<file path="src/rtl/ccs_pkg.sv">
// package: register map, field layout, reset values and timing for the clamp/coast control block
package ccs_pkg;

  // register indices; byte address is four times the index
  localparam logic [5:0] IDX_CLAMP_PLACE = 6'h05;
  localparam logic [5:0] IDX_CLAMP_DUR = 6'h06;
  localparam logic [5:0] IDX_CTRL = 6'h0f;
  localparam logic [5:0] IDX_SLICER = 6'h10;
  localparam logic [5:0] IDX_SEP_LIMIT = 6'h11;
  localparam logic [5:0] IDX_LEAD = 6'h12;
  localparam logic [5:0] IDX_TRAIL = 6'h13;

  // clamp_coast_power_ctrl fields
  localparam int B_CLAMP_EXT = 7;
  localparam int B_CLAMP_POL_LOW = 6;
  localparam int B_COAST_VSYNC = 5;
  localparam int B_COAST_POL_OVR = 4;
  localparam int B_COAST_POL_HIGH = 3;
  localparam int B_SEEK_ALLOW = 2;
  localparam int B_CHIP_SLEEP = 1;

  // green_slicer_clamp_cfg fields
  localparam int B_SLICER_LSB = 3;
  localparam int W_SLICER = 5;
  localparam int B_RED_MID = 2;
  localparam int B_BLUE_MID = 1;

  // reset values
  localparam logic [7:0] RST_CTRL = 8'h4e;
  localparam logic [7:0] RST_SLICER = 8'h78;
  localparam logic [7:0] RST_SEP_LIMIT = 8'h20;
  localparam logic [7:0] RST_LEAD = 8'h00;
  localparam logic [7:0] RST_TRAIL = 8'h00;
  localparam logic [7:0] RST_CLAMP_PLACE = 8'h08;
  localparam logic [7:0] RST_CLAMP_DUR = 8'h14;

  // timing: 125 MHz system clock, 5 MHz separator tick
  localparam int CLK_HZ = 125_000_000;
  localparam int SEP_TICK_HZ = 5_000_000;
  localparam int SEP_DIV = CLK_HZ / SEP_TICK_HZ;

  // settings as seen by the sync, clamp and coast logic
  typedef struct packed {
    logic clamp_ext;
    logic clamp_pol_low;
    logic coast_vsync;
    logic coast_pol_ovr;
    logic coast_pol_high;
    logic seek_allow;
    logic chip_sleep_bit;
    logic [W_SLICER-1:0] slicer;
    logic red_mid;
    logic blue_mid;
    logic [7:0] sep_limit;
    logic [7:0] lead;
    logic [7:0] trail;
    logic [7:0] place;
    logic [7:0] dur;
  } cfg_t;

  typedef enum logic [1:0] {
    CL_IDLE,
    CL_PLACE,
    CL_HOLD
  } clamp_st_t;

endpackage : ccs_pkg

</file>
<file path="src/rtl/sync_separator.sv">
// sync separator: times input level in ticks of a divided clock
`timescale 1ns/1ps
module sync_separator
  import ccs_pkg::*;
#(
  parameter int DIV = SEP_DIV
) (
  input wire logic clk_i, // system clock
  input wire logic arst_n_i, // async reset, active low
  input wire logic sync_i, // composite sync, same clock domain
  input wire logic [7:0] limit_i, // tick count before toggling
  output logic sep_o // separated sync
);

  initial begin
    if (DIV < 2 || DIV > 256) begin
      $error("sync_separator: DIV must lie between 2 and 256");
    end
  end

  logic [7:0] div_r;
  logic tick_r;
  logic [7:0] cnt_r;
  logic in_d_r;

  wire div_wrap = (div_r == 8'(DIV - 1));
  wire changed = (sync_i != in_d_r);
  wire reached = (cnt_r == limit_i);

  always_ff @(posedge clk_i or negedge arst_n_i) begin
    if (!arst_n_i) begin
      div_r <= 8'h00;
      tick_r <= 1'b0;
      cnt_r <= 8'h00;
      in_d_r <= 1'b0;
      sep_o <= 1'b0;
    end else begin
      div_r <= div_wrap ? 8'h00 : div_r + 8'h01;
      tick_r <= div_wrap;
      in_d_r <= sync_i;
      if (changed) begin
        cnt_r <= 8'h00;
      end else if (tick_r && !reached) begin
        cnt_r <= cnt_r + 8'h01;
      end
      if (reached && !changed) begin
        sep_o <= in_d_r;
      end
    end
  end
endmodule : sync_separator

</file>
<file path="src/rtl/clamp_coast_sync_control_regs.sv">
// clamp, coast, seek and power control registers with their sync-side logic
// Notes on behaviour
// clamp source bit 0 uses internal hsync counters, 1 uses external clamp pin.
// clamp polarity bit: 0 active high, 1 active low; external source only.
// coast source bit: 0 uses coast pin, 1 uses vertical sync.
// coast polarity override: 0 automatic, 1 uses written polarity bit.
// coast polarity bit: 0 active low, 1 high; pin source with override only.
// seek bit: 0 forbids seek, 1 enters seek whenever sync inputs are inactive.
// seek mode tri-states sync, clock and data outputs; sync logic stays alive.
// power bit is active low: 0 sleeps the chip, 1 runs normally.
// power-down tri-states sync, clock and data outputs; registers stay active.
// slicer threshold is a 5-bit field in bits 7:3, 10 mV per step.
// separator counts 5 MHz ticks up to the 8-bit limit before toggling.
// software sets separator limit above the widest expected sync pulse.
// with vsync coast, coast rises the programmed line count before vsync.
// with vsync coast, coast holds the programmed line count after vsync ends.
// internal clamp starts after placement count, lasts duration count; zero illegal.
// bit 0 of control and slicer registers reads zero and ignores writes.
// control writes reach sync, clamp and coast logic at the next line start; with no sync present they pass straight through.
//
// Our own choice: register access over Avalon-MM.
`timescale 1ns/1ps
module clamp_coast_sync_control_regs
  import ccs_pkg::*;
(
  input wire logic clk_i, // 125 MHz clock
  input wire logic arst_n_i, // async reset, active low
  input wire logic [7:0] avs_address_i, // byte address
  input wire logic avs_read_i, // read request
  input wire logic avs_write_i, // write request
  input wire logic [31:0] avs_writedata_i, // write data
  input wire logic [3:0] avs_byteenable_i, // byte lanes
  output logic [31:0] avs_readdata_o, // read data
  output logic avs_waitrequest_o, // stall
  input wire logic hsync_pin_i, // horizontal sync, active high
  input wire logic vsync_pin_i, // vertical sync, active high
  input wire logic clamp_pin_i, // external clamp
  input wire logic coast_pin_i, // external coast
  input wire logic sync_active_i, // sync detector: inputs active
  output logic clamp_o, // clamp pulse to the front end
  output logic coast_o, // pll coast, active high
  output logic sync_sep_o, // separated vertical sync
  output logic out_oe_n_o, // low while sync/clock/data outputs drive
  output logic [4:0] sog_level_o, // slicer threshold code
  output logic red_mid_o, // red clamps to red_midscale_reference
  output logic blue_mid_o // blue clamps to blue_midscale_reference
);

  // software-visible registers, then bus wait state and read data
  logic [7:0] ctrl_r;
  logic [7:0] slicer_r;
  logic [7:0] sep_limit_r;
  logic [7:0] lead_r;
  logic [7:0] trail_r;
  logic [7:0] place_r;
  logic [7:0] dur_r;
  logic waitreq_r;
  logic [31:0] rdata_r;

  // settings in force, loaded at line start
  cfg_t cfg_r;
  cfg_t cfg_nxt;

  // pin synchronisers, first stage read by second stage only
  logic [3:0] pin_s1_r;
  logic [3:0] pin_s2_r;
  logic hs_d_r;
  logic vs_d_r;

  // clamp sequencer
  clamp_st_t cl_st_r;
  clamp_st_t cl_st_nxt;
  logic [7:0] cl_cnt_r;

  // coast tracking
  logic [7:0] lines_r;
  logic [7:0] frame_r;
  logic [7:0] post_r;
  logic auto_high_r;

  // bus decode
  wire [5:0] idx = avs_address_i[7:2];
  wire req = avs_read_i | avs_write_i;
  wire take = req & ~waitreq_r;
  wire wr_lo = take & avs_write_i & avs_byteenable_i[0];
  wire [7:0] wbyte = avs_writedata_i[7:0];
  wire hit_ctrl = (idx == IDX_CTRL);
  wire hit_slicer = (idx == IDX_SLICER);
  wire hit_sep = (idx == IDX_SEP_LIMIT);
  wire hit_lead = (idx == IDX_LEAD);
  wire hit_trail = (idx == IDX_TRAIL);
  wire hit_place = (idx == IDX_CLAMP_PLACE);
  wire hit_dur = (idx == IDX_CLAMP_DUR);
  wire [7:0] rd_byte = hit_ctrl ? ctrl_r :
                       hit_slicer ? slicer_r :
                       hit_sep ? sep_limit_r :
                       hit_lead ? lead_r :
                       hit_trail ? trail_r :
                       hit_place ? place_r :
                       hit_dur ? dur_r : 8'h00;

  // synchronised pins
  wire hs = pin_s2_r[0];
  wire vs = pin_s2_r[1];
  wire clamp_pin_s = pin_s2_r[2];
  wire coast_pin_s = pin_s2_r[3];
  wire hs_lead = hs & ~hs_d_r;
  wire hs_trail = ~hs & hs_d_r;
  wire vs_lead = vs & ~vs_d_r;
  wire vs_trail = ~vs & vs_d_r;

  // line boundary; with no sync present settings pass straight through
  wire load_cfg = hs_lead | ~sync_active_i;

  always_comb begin
    cfg_nxt.clamp_ext = ctrl_r[B_CLAMP_EXT];
    cfg_nxt.clamp_pol_low = ctrl_r[B_CLAMP_POL_LOW];
    cfg_nxt.coast_vsync = ctrl_r[B_COAST_VSYNC];
    cfg_nxt.coast_pol_ovr = ctrl_r[B_COAST_POL_OVR];
    cfg_nxt.coast_pol_high = ctrl_r[B_COAST_POL_HIGH];
    cfg_nxt.seek_allow = ctrl_r[B_SEEK_ALLOW];
    cfg_nxt.chip_sleep_bit = ctrl_r[B_CHIP_SLEEP];
    cfg_nxt.slicer = slicer_r[B_SLICER_LSB +: W_SLICER];
    cfg_nxt.red_mid = slicer_r[B_RED_MID];
    cfg_nxt.blue_mid = slicer_r[B_BLUE_MID];
    cfg_nxt.sep_limit = sep_limit_r;
    cfg_nxt.lead = lead_r;
    cfg_nxt.trail = trail_r;
    cfg_nxt.place = place_r;
    cfg_nxt.dur = dur_r;
  end

  // clamp selection
  wire cl_place_done = (cl_st_r == CL_PLACE) && (cl_cnt_r >= cfg_r.place);
  wire cl_hold_done = (cl_st_r == CL_HOLD) && (cl_cnt_r >= cfg_r.dur);
  wire clamp_ext_act = clamp_pin_s ^ cfg_r.clamp_pol_low;
  wire clamp_int_act = (cl_st_r == CL_HOLD);
  wire clamp_nxt = cfg_r.clamp_ext ? clamp_ext_act : clamp_int_act;

  always_comb begin
    cl_st_nxt = cl_st_r;
    case (cl_st_r)
      CL_IDLE: begin
        if (hs_trail) begin
          cl_st_nxt = CL_PLACE;
        end
      end
      CL_PLACE: begin
        if (cl_place_done) begin
          cl_st_nxt = CL_HOLD;
        end
      end
      CL_HOLD: begin
        if (cl_hold_done) begin
          cl_st_nxt = CL_IDLE;
        end
      end
      default: begin
        cl_st_nxt = CL_IDLE;
      end
    endcase
  end

  // coast selection
  wire pol_high = cfg_r.coast_pol_ovr ? cfg_r.coast_pol_high : auto_high_r;
  wire coast_pin_act = (coast_pin_s == pol_high);
  wire [8:0] lines_ahead = {1'b0, lines_r} + {1'b0, cfg_r.lead};
  wire pre_act = (cfg_r.lead != 8'h00) && (frame_r != 8'h00) &&
                 (lines_ahead >= {1'b0, frame_r});
  wire post_act = (post_r != 8'h00);
  wire coast_v_act = vs | pre_act | post_act;
  wire coast_nxt = cfg_r.coast_vsync ? coast_v_act : coast_pin_act;

  // output tri-state control
  wire sleeping = ~cfg_r.chip_sleep_bit;
  wire seeking = cfg_r.seek_allow & ~sync_active_i;
  wire oe_n_nxt = sleeping | seeking;

  // register file
  always_ff @(posedge clk_i or negedge arst_n_i) begin
    if (!arst_n_i) begin
      ctrl_r <= RST_CTRL;
      slicer_r <= RST_SLICER;
      sep_limit_r <= RST_SEP_LIMIT;
      lead_r <= RST_LEAD;
      trail_r <= RST_TRAIL;
      place_r <= RST_CLAMP_PLACE;
      dur_r <= RST_CLAMP_DUR;
    end else if (wr_lo) begin
      if (hit_ctrl) begin
        ctrl_r <= {wbyte[7:1], 1'b0};
      end
      if (hit_slicer) begin
        slicer_r <= {wbyte[7:1], 1'b0};
      end
      if (hit_sep) begin
        sep_limit_r <= wbyte;
      end
      if (hit_lead) begin
        lead_r <= wbyte;
      end
      if (hit_trail) begin
        trail_r <= wbyte;
      end
      if (hit_place) begin
        place_r <= wbyte;
      end
      if (hit_dur) begin
        dur_r <= wbyte;
      end
    end
  end

  // one wait state per access
  always_ff @(posedge clk_i or negedge arst_n_i) begin
    if (!arst_n_i) begin
      waitreq_r <= 1'b1;
      rdata_r <= 32'h0000_0000;
    end else begin
      waitreq_r <= ~(req & waitreq_r);
      if (req & waitreq_r) begin
        rdata_r <= {24'h00_0000, rd_byte};
      end
    end
  end

  always_ff @(posedge clk_i or negedge arst_n_i) begin
    if (!arst_n_i) begin
      pin_s1_r <= 4'h0;
      pin_s2_r <= 4'h0;
      hs_d_r <= 1'b0;
      vs_d_r <= 1'b0;
    end else begin
      pin_s1_r <= {coast_pin_i, clamp_pin_i, vsync_pin_i, hsync_pin_i};
      pin_s2_r <= pin_s1_r;
      hs_d_r <= hs;
      vs_d_r <= vs;
    end
  end

  always_ff @(posedge clk_i or negedge arst_n_i) begin
    if (!arst_n_i) begin
      cfg_r <= '0;
      cfg_r.chip_sleep_bit <= RST_CTRL[B_CHIP_SLEEP];
    end else if (load_cfg) begin
      cfg_r <= cfg_nxt;
    end
  end

  // clamp counter runs in clock periods
  always_ff @(posedge clk_i or negedge arst_n_i) begin
    if (!arst_n_i) begin
      cl_st_r <= CL_IDLE;
      cl_cnt_r <= 8'h00;
    end else begin
      cl_st_r <= cl_st_nxt;
      if (cl_st_nxt != cl_st_r) begin
        cl_cnt_r <= 8'h01;
      end else if (cl_cnt_r != 8'hff) begin
        cl_cnt_r <= cl_cnt_r + 8'h01;
      end
    end
  end

  // lines per frame, lines since vsync, post-coast countdown
  always_ff @(posedge clk_i or negedge arst_n_i) begin
    if (!arst_n_i) begin
      lines_r <= 8'h00;
      frame_r <= 8'h00;
      post_r <= 8'h00;
      auto_high_r <= 1'b1;
    end else begin
      if (vs_lead) begin
        frame_r <= lines_r;
        lines_r <= 8'h00;
      end else if (hs_lead && lines_r != 8'hff) begin
        lines_r <= lines_r + 8'h01;
      end
      if (vs_trail) begin
        post_r <= cfg_r.trail;
      end else if (hs_lead && post_act) begin
        post_r <= post_r - 8'h01;
      end
      if (hs_lead) begin
        auto_high_r <= ~coast_pin_s; // active high if the pin idles low at line start
      end
    end
  end

  always_ff @(posedge clk_i or negedge arst_n_i) begin
    if (!arst_n_i) begin
      clamp_o <= 1'b0;
      coast_o <= 1'b0;
      out_oe_n_o <= 1'b1;
      sog_level_o <= 5'h00;
      red_mid_o <= 1'b0;
      blue_mid_o <= 1'b0;
    end else begin
      clamp_o <= clamp_nxt;
      coast_o <= coast_nxt;
      out_oe_n_o <= oe_n_nxt;
      sog_level_o <= cfg_r.slicer;
      red_mid_o <= cfg_r.red_mid;
      blue_mid_o <= cfg_r.blue_mid;
    end
  end

  assign avs_waitrequest_o = waitreq_r;
  assign avs_readdata_o = rdata_r;

  sync_separator #(
    .DIV(SEP_DIV)
  ) u_sep (
    .clk_i(clk_i),
    .arst_n_i(arst_n_i),
    .sync_i(hs),
    .limit_i(cfg_r.sep_limit),
    .sep_o(sync_sep_o)
  );
endmodule : clamp_coast_sync_control_regs

</file>
<file path="config.mk">
export PLATFORM = sky130hd
export DESIGN_NAME = clamp_coast_sync_control_regs
export DESIGN_NICKNAME = d
export VERILOG_FILES = /design/src/rtl/ccs_pkg.sv /design/src/rtl/sync_separator.sv /design/src/rtl/clamp_coast_sync_control_regs.sv
export SDC_FILE = /design/constraint.sdc
export NUM_CORES = 1
export LEC_CHECK = 0
export BUFFER_PORTS_ARGS = -buffer_cell sky130_fd_sc_hd__buf_4
export CAP_MARGIN = 20
export CORE_UTILIZATION = 60
export DETAILED_ROUTE_END_ITERATION = 8
export PLACE_DENSITY = 0.81
export SETUP_SLACK_MARGIN = 0.2
export SLEW_MARGIN = 25
export SYNTH_ARGS = -nofsm -noshare
export SYNTH_HDL_FRONTEND = slang
export SYNTH_SLANG_ARGS = --single-unit
</file>
<file path="constraint.sdc">
create_clock -name clk_i -period 4.3 [get_ports clk_i]
set_input_delay 0.215 -clock clk_i [delete_from_list [all_inputs] [get_ports clk_i]]
set_output_delay 0.215 -clock clk_i [all_outputs]
set_load 0.1 [all_outputs]
</file>
After elaboration in Yosys (flattened, before gate mapping). Index checks and enable logic that the tools add are counted. Widths: inputs -> output; s select.

Register bits: 190. Word-level logic and storage cells: 141. Input port bits: 53. Output and inout port bits: 44.

Bitwise gates (word level): 24. Add/sub/neg operators: 6. Mux-type cells: 23. Reductions and logical operators: 25. Equality and inequality tests: 16. $lt $le $gt $ge: 3.

Operators with widths (number): $mux 8 (16); $add 8x1->8 const B (4); $eq 6x5->1 const B (4); $reduce_bool 8->1 (3); $ge 8x8->1 (2); $ne 8x8->1 const B (2); $reduce_and 2->1 (7); $eq 6x3->1 const B (2); $add 8x8->9 (1); $and 1x1->1 (9); $ge 9x8->1 (1); $not 1->1 (9); $eq 8x5->1 const B (1); $eq 8x8->1 (1); $logic_and 1x1->1 (8); $reduce_bool 2->1 (4); $sub 8x1->8 const B (1); $eq 6x4->1 const B (1); $mux 2 (3); $pmux 2 s3 (1); $or 1x1->1 (5); $mux 1 (3); $eq 2x1->1 const B (1); $eq 2x2->1 const B (1); other kinds (6) (7).

Longest topological paths before layout.
Depth in word-level cells: 8. Gate-level depth with buffers: 14. Depth with buffers taken out: 14.

Cells and area by module. A second synthesis with hierarchy kept.

Cells, all modules: 812. Area, all modules: 9177.6 µm².

Modules (own cells, without submodules): clamp_coast_sync_control_regs (cells each 712, area each 8150.3 µm², instances 1, sequential area each 4324.1 µm²); sync_separator (cells each 100, area each 1027.2 µm², instances 1, sequential area each 475.5 µm²).

Worst setup path before layout. OpenSTA, ideal clock, no wires.

Path type: register -> register. From: register lines_r[0]. To: register coast_o. Cell stages (with the launch flop): 15. Data required time: 4.174 ns. Path slack: 1.465 ns. Setup time: 0.126 ns. Path buffers: 0. Data arrival time: 2.709 ns. Period minus slack after synthesis: 2.835 ns. Cells stage by stage: dfrtp_1 ha_1 inv_1 fa_1 nor2b_1 o31a_1 o21a_1 nor2_1 xnor2_1 ha_1 a211oi_1 o221ai_1 o211ai_1 a31oi_1 o32a_1.

Longest elaborated chain between the ends: 6.

Ends and longest elaborated chain: from (decl) (line clamp_coast_sync_control_regs.sv:76) `logic [7:0] lines_r;`; from (signal assigned) (line clamp_coast_sync_control_regs.sv:277) `lines_r <= lines_r + 8'h01;`; $add 8x8->9 (line clamp_coast_sync_control_regs.sv:167) `wire [8:0] lines_ahead = {1'b0, lines_r} + {1'b0, cfg_r.lead};`; $ge 9x8->1 (line clamp_coast_sync_control_regs.sv:169) `(lines_ahead >= {1'b0, frame_r});`; $logic_and 1x1->1 (line clamp_coast_sync_control_regs.sv:168) `wire pre_act = (cfg_r.lead != 8'h00) && (frame_r != 8'h00) &&`; $or 1x1->1 (2 in series) (line clamp_coast_sync_control_regs.sv:171) `wire coast_v_act = vs | pre_act | post_act;`; $mux 1 (line clamp_coast_sync_control_regs.sv:172) `wire coast_nxt = cfg_r.coast_vsync ? coast_v_act : coast_pin_act;`; via coast_nxt (line clamp_coast_sync_control_regs.sv:172); to (signal assigned) (line clamp_coast_sync_control_regs.sv:300) `coast_o <= coast_nxt;`; to (decl) (line clamp_coast_sync_control_regs.sv:41) `output logic coast_o,`.

The timed path passes the listed nets, and every way through them passes these cells. A chain may end at the register's enable or synchronous reset.

Final worst setup path. Same ends and word-level chain as after synthesis.

==> load_flow_metrics.sql <==
INSERT INTO impl_metrics (metric_group, metric, value, unit) VALUES
('clock_tree', 'clkTransAtPathRegs', '70', 'ps'),
('sta', 'worst-slew-pin-transition', '943', 'ps'),
('hold_path', 'worstHoldPathType', 'in2reg', ''),
('detailed_routing', 'route.final.wire_length', '19.7', 'mm'),
('setup_path', 'crit_chain', 'ha_1 > inv_1 > fa_1 > nor2b_1 > o31a_1 > o21a_1 > nor2_1 > xnor2_1 > ha_1 > nand4_1 > nor2_1 > a2111oi_0 > a31oi_1 > o32a_1', ''),
('setup_path', 'critPathKind', 'reg2reg', ''),
('global_routing', 'grt_first_pass_wirelength', '32.9', 'mm'),
('power_and_ir_drop', 'power.share.sequential', '44.4', '%'),
('synthesis', 'ys_warn_count', '0', ''),
('detailed_routing', 'ant_nets', '0', ''),
('global_routing', 'number_of_global_route_vias_before_repair', '6398', ''),
('detailed_routing', 'drc', '4', ''),
('setup_path', 'worst-path-buf-inv', '1', ''),
('sta', 'final.period_utilization', '76.1', '%'),
('global_routing', 'maximum_number_of_pins_on_one_net_before_global_route_repair', '98', ''),
('setup_path', 'ff2ff_setup_slack', '1030', 'ps'),
('synthesis', 'synth_edf_count', '0', ''),
('synthesis', 'yosysMostFrequentCell', 'sky130_fd_sc_hd__dfrtp_1', ''),
('clock_tree', 'tritoncts', 'built', ''),
('floorplan', 'floorplan.initialDensity', '62.3', '%'),
('status', 'status', 'finished, violations left', ''),
('detailed_routing', 'routed_wire_length_per_instance', '19.1', 'µm'),
('synthesis', 'seq_area_frac_synth', '52.1', '%'),
('synthesis', 'postSynthRegisterBits', '190', ''),
('detailed_routing', 'vias', '6316', ''),
('sta', 'clock_skew', '9.32', 'ps'),
('clock_tree', 'clock-root-buffer', 'sky130_fd_sc_hd__clkbuf_16', ''),
('finish', 'area_growth', '12.0', '%'),
('setup_path', 'max_incr_delay_on_cp', '440', 'ps'),
('synthesis', 'avgSynthCellArea', '11.6', 'µm²'),
('synthesis', 'synth_commonest_cells', 'sky130_fd_sc_hd__dfrtp_1, sky130_fd_sc_hd__mux2_2, sky130_fd_sc_hd__nand2_1', ''),
('sta', 'fin_tns_setup', '0', 'ps'),
('detailed_routing', 'firstDrtPassIters', '7', ''),
('global_routing', 'grt_antenna_before_repair', '0', ''),
('sta', 'slew_viol_final', '0', ''),
('detailed_routing', 'first_iter_violations', '405', ''),
('synthesis', 'synthesis.instances', '789', ''),
('status', 'failing_checks', 'DRC', ''),
('sta', 'final_hold_viol_count', '0', ''),
('power_and_ir_drop', 'power_frac_clock', '35.8', '%'),
('power_and_ir_drop', 'swShare', '31.7', '%'),
('clock_tree', 'cts-htree-levels', '4', ''),
('clock_tree', 'cts_buffers', '17', ''),
('finish', 'finalNetCount', '930', ''),
('setup_path', 'cp-end-kind', 'flip-flop', ''),
('floorplan', 'floorplan_die_area', '15800', 'µm²'),
('clock_tree', 'insertion_delay', '440', 'ps'),
('power_and_ir_drop', 'comb_power_share', '19.8', '%'),
('sta', 'max-slew-margin-rel', '36.7', '%'),
('power_and_ir_drop', 'internal_power', '3.20', 'mW'),
('place', 'gp_congestion', '0.918', ''),
('synthesis', 'synthDistinctLibCells', '68', ''),
('sta', 'finalSetupViolations', '0', ''),
('floorplan', 'core_area', '14700', 'µm²'),
('synthesis', 'synth-main-ff-cell', 'sky130_fd_sc_hd__dfrtp_1', ''),
('floorplan', 'die_height', '126', 'µm'),
('place', 'port-buffer-count', '43', ''),
('finish', 'antenna_cells_inserted', '0', ''),
('global_routing', 'overflow_left_after_global_routing', '0', ''),
('flow_run', 'drv.max_cap_violation_count', '0', ''),
('clock_tree', 'clock_sink_count', '190', ''),
('sta', 'rsz0062_at_grt', 'no', ''),
('floorplan', 'die_width', '126', 'µm'),
('power_and_ir_drop', 'p_leak', '4.77', 'nW'),
('power_and_ir_drop', 'power-per-cell-area', '457', 'nW/µm²'),
('finish', 'filler_cell_count', '1007', ''),
('synthesis', 'syn_area', '9160', 'µm²'),
('floorplan', 'num_rows', '44', ''),
('power_and_ir_drop', 'vdd_drop_max', '302', 'µV'),
('sta', 'shortest_period_the_worst_path_allows', '3270', 'ps'),
('setup_path', 'timing.critical_path.fanout_max', '5', '');
==> power by group through the flow <==
stage	clock network, mW	registers [mW]	logic (mW)
finish	1.68	2.08	0.929
global route	1.77	2.10	1.01
global placement	0	2.10	0.885
detailed placement	0	2.11	0.915
CTS	1.69	2.08	0.929
floorplan	0	2.24	0.541
==> path summary, 6_finish.rpt <==
check | startpoint | to | cells past startpoint
min in group asynchronous | arst_n_i | frame_r[5] | 2
worst max register to register | lines_r[0] | coast_o | 14
max in group asynchronous | arst_n_i | sep_limit_r[5] | 3
worst min register to register | pin_s1_r[3] | pin_s2_r[3] | 0
worst min-delay path | avs_writedata_i[7] | lead_r[7] | 2
worst max-delay path | lines_r[0] | coast_o | 14
==> metrics by stage <==
step | setup WS, ps | total power, mW | area (µm²) | hold slack [ps] | cells
after floorplan | 1460 | 2.78 | 9240 | -80.6 | 812
after global placement | 1180 | 2.98 | 9570 | 324 | 994
after detailed placement | 1100 | 3.02 | 9570 | 326 | 994
after CTS | 1080 | 4.70 | 10300 | 71.7 | 1032
after global routing | 896 | 4.88 | 10300 | 77.9 | 1032
final | 1030 | 4.69 | 10300 | 85.7 | 1032
==> layer usage <==
metal	vias to the layer above	global-route usage, %	routed length [µm]
met5	-	0	0
met4	0	13.3	679
met3	44	5.48	1060
met2	209	43.8	9640
met1	3180	35.3	8340
li1	2883	-	-
==> registers in the layout, indices dropped and copies added (netlist names), 2 cells and up <==
signal / count
trail_r: 8
avs_readdata_o: 8
slicer_r: 7
pin_s1_r: 4
lines_r: 8
cl_st_r: 2
frame_r: 8
lead_r: 8
dur_r: 8
u_sep.cnt_r: 8
u_sep.div_r: 8
cl_cnt_r: 8
sog_level_o: 5
pin_s2_r: 4
sep_limit_r: 8
cfg_r: 54
ctrl_r: 7
post_r: 8
place_r: 8
==> cells in the final DEF (no fill, tap or decap), types with 9 or more instances in the layout <==
cell type / netlist / routed
sky130_fd_sc_hd__nand2b_1: 9 / 9
sky130_fd_sc_hd__nor3_1: 11 / 11
sky130_fd_sc_hd__nand4_1: 15 / 15
sky130_fd_sc_hd__xor2_1: 10 / 10
sky130_fd_sc_hd__ha_1: 41 / 41
sky130_fd_sc_hd__a221oi_1: 9 / 9
sky130_fd_sc_hd__nor2_1: 41 / 41
sky130_fd_sc_hd__a21oi_1: 22 / 22
sky130_fd_sc_hd__clkbuf_16: 0 / 17
sky130_fd_sc_hd__xnor2_1: 23 / 23
sky130_fd_sc_hd__o21ai_0: 40 / 40
sky130_fd_sc_hd__inv_1: 43 / 43
sky130_fd_sc_hd__nand2_1: 45 / 45
sky130_fd_sc_hd__buf_4: 25 / 45
sky130_fd_sc_hd__dfrtp_1: 174 / 174
sky130_fd_sc_hd__dfstp_2: 16 / 16
sky130_fd_sc_hd__mux2_2: 105 / 105
sky130_fd_sc_hd__nand3_1: 20 / 20
sky130_fd_sc_hd__conb_1: 1 / 24
==> cells by family after synthesis <==
group | synth area share, %
other | 0.0410
buffers and inverters | 4.89
muxes | 13.7
DFF | 52.1
AOI/OAI and AO/OA | 9.39
and+or+nand+nor | 10.9
xor gates and xnor gates | 3.16
adders and majority gates | 5.82
==> layout make-up <==
cell class	count	area, µm²	share of cell area, %
Clock buffer	19	453	4.42
Clock inverter	13	178	1.73
Inverter	44	165	1.61
Multi-Input combinational cell	529	4030	39.3
Sequential cell	190	4770	46.5
Tap cell	184	230	2.24
Timing Repair Buffer	53	429	4.18
==> timing repair <==
item,4_1_cts,5_1_grt
setup buffers,0,0
gates resized for setup,0,0
hold buffers,6,0
endpoints found under the hold margin,88,0
(Power assumes the default switching activity.)
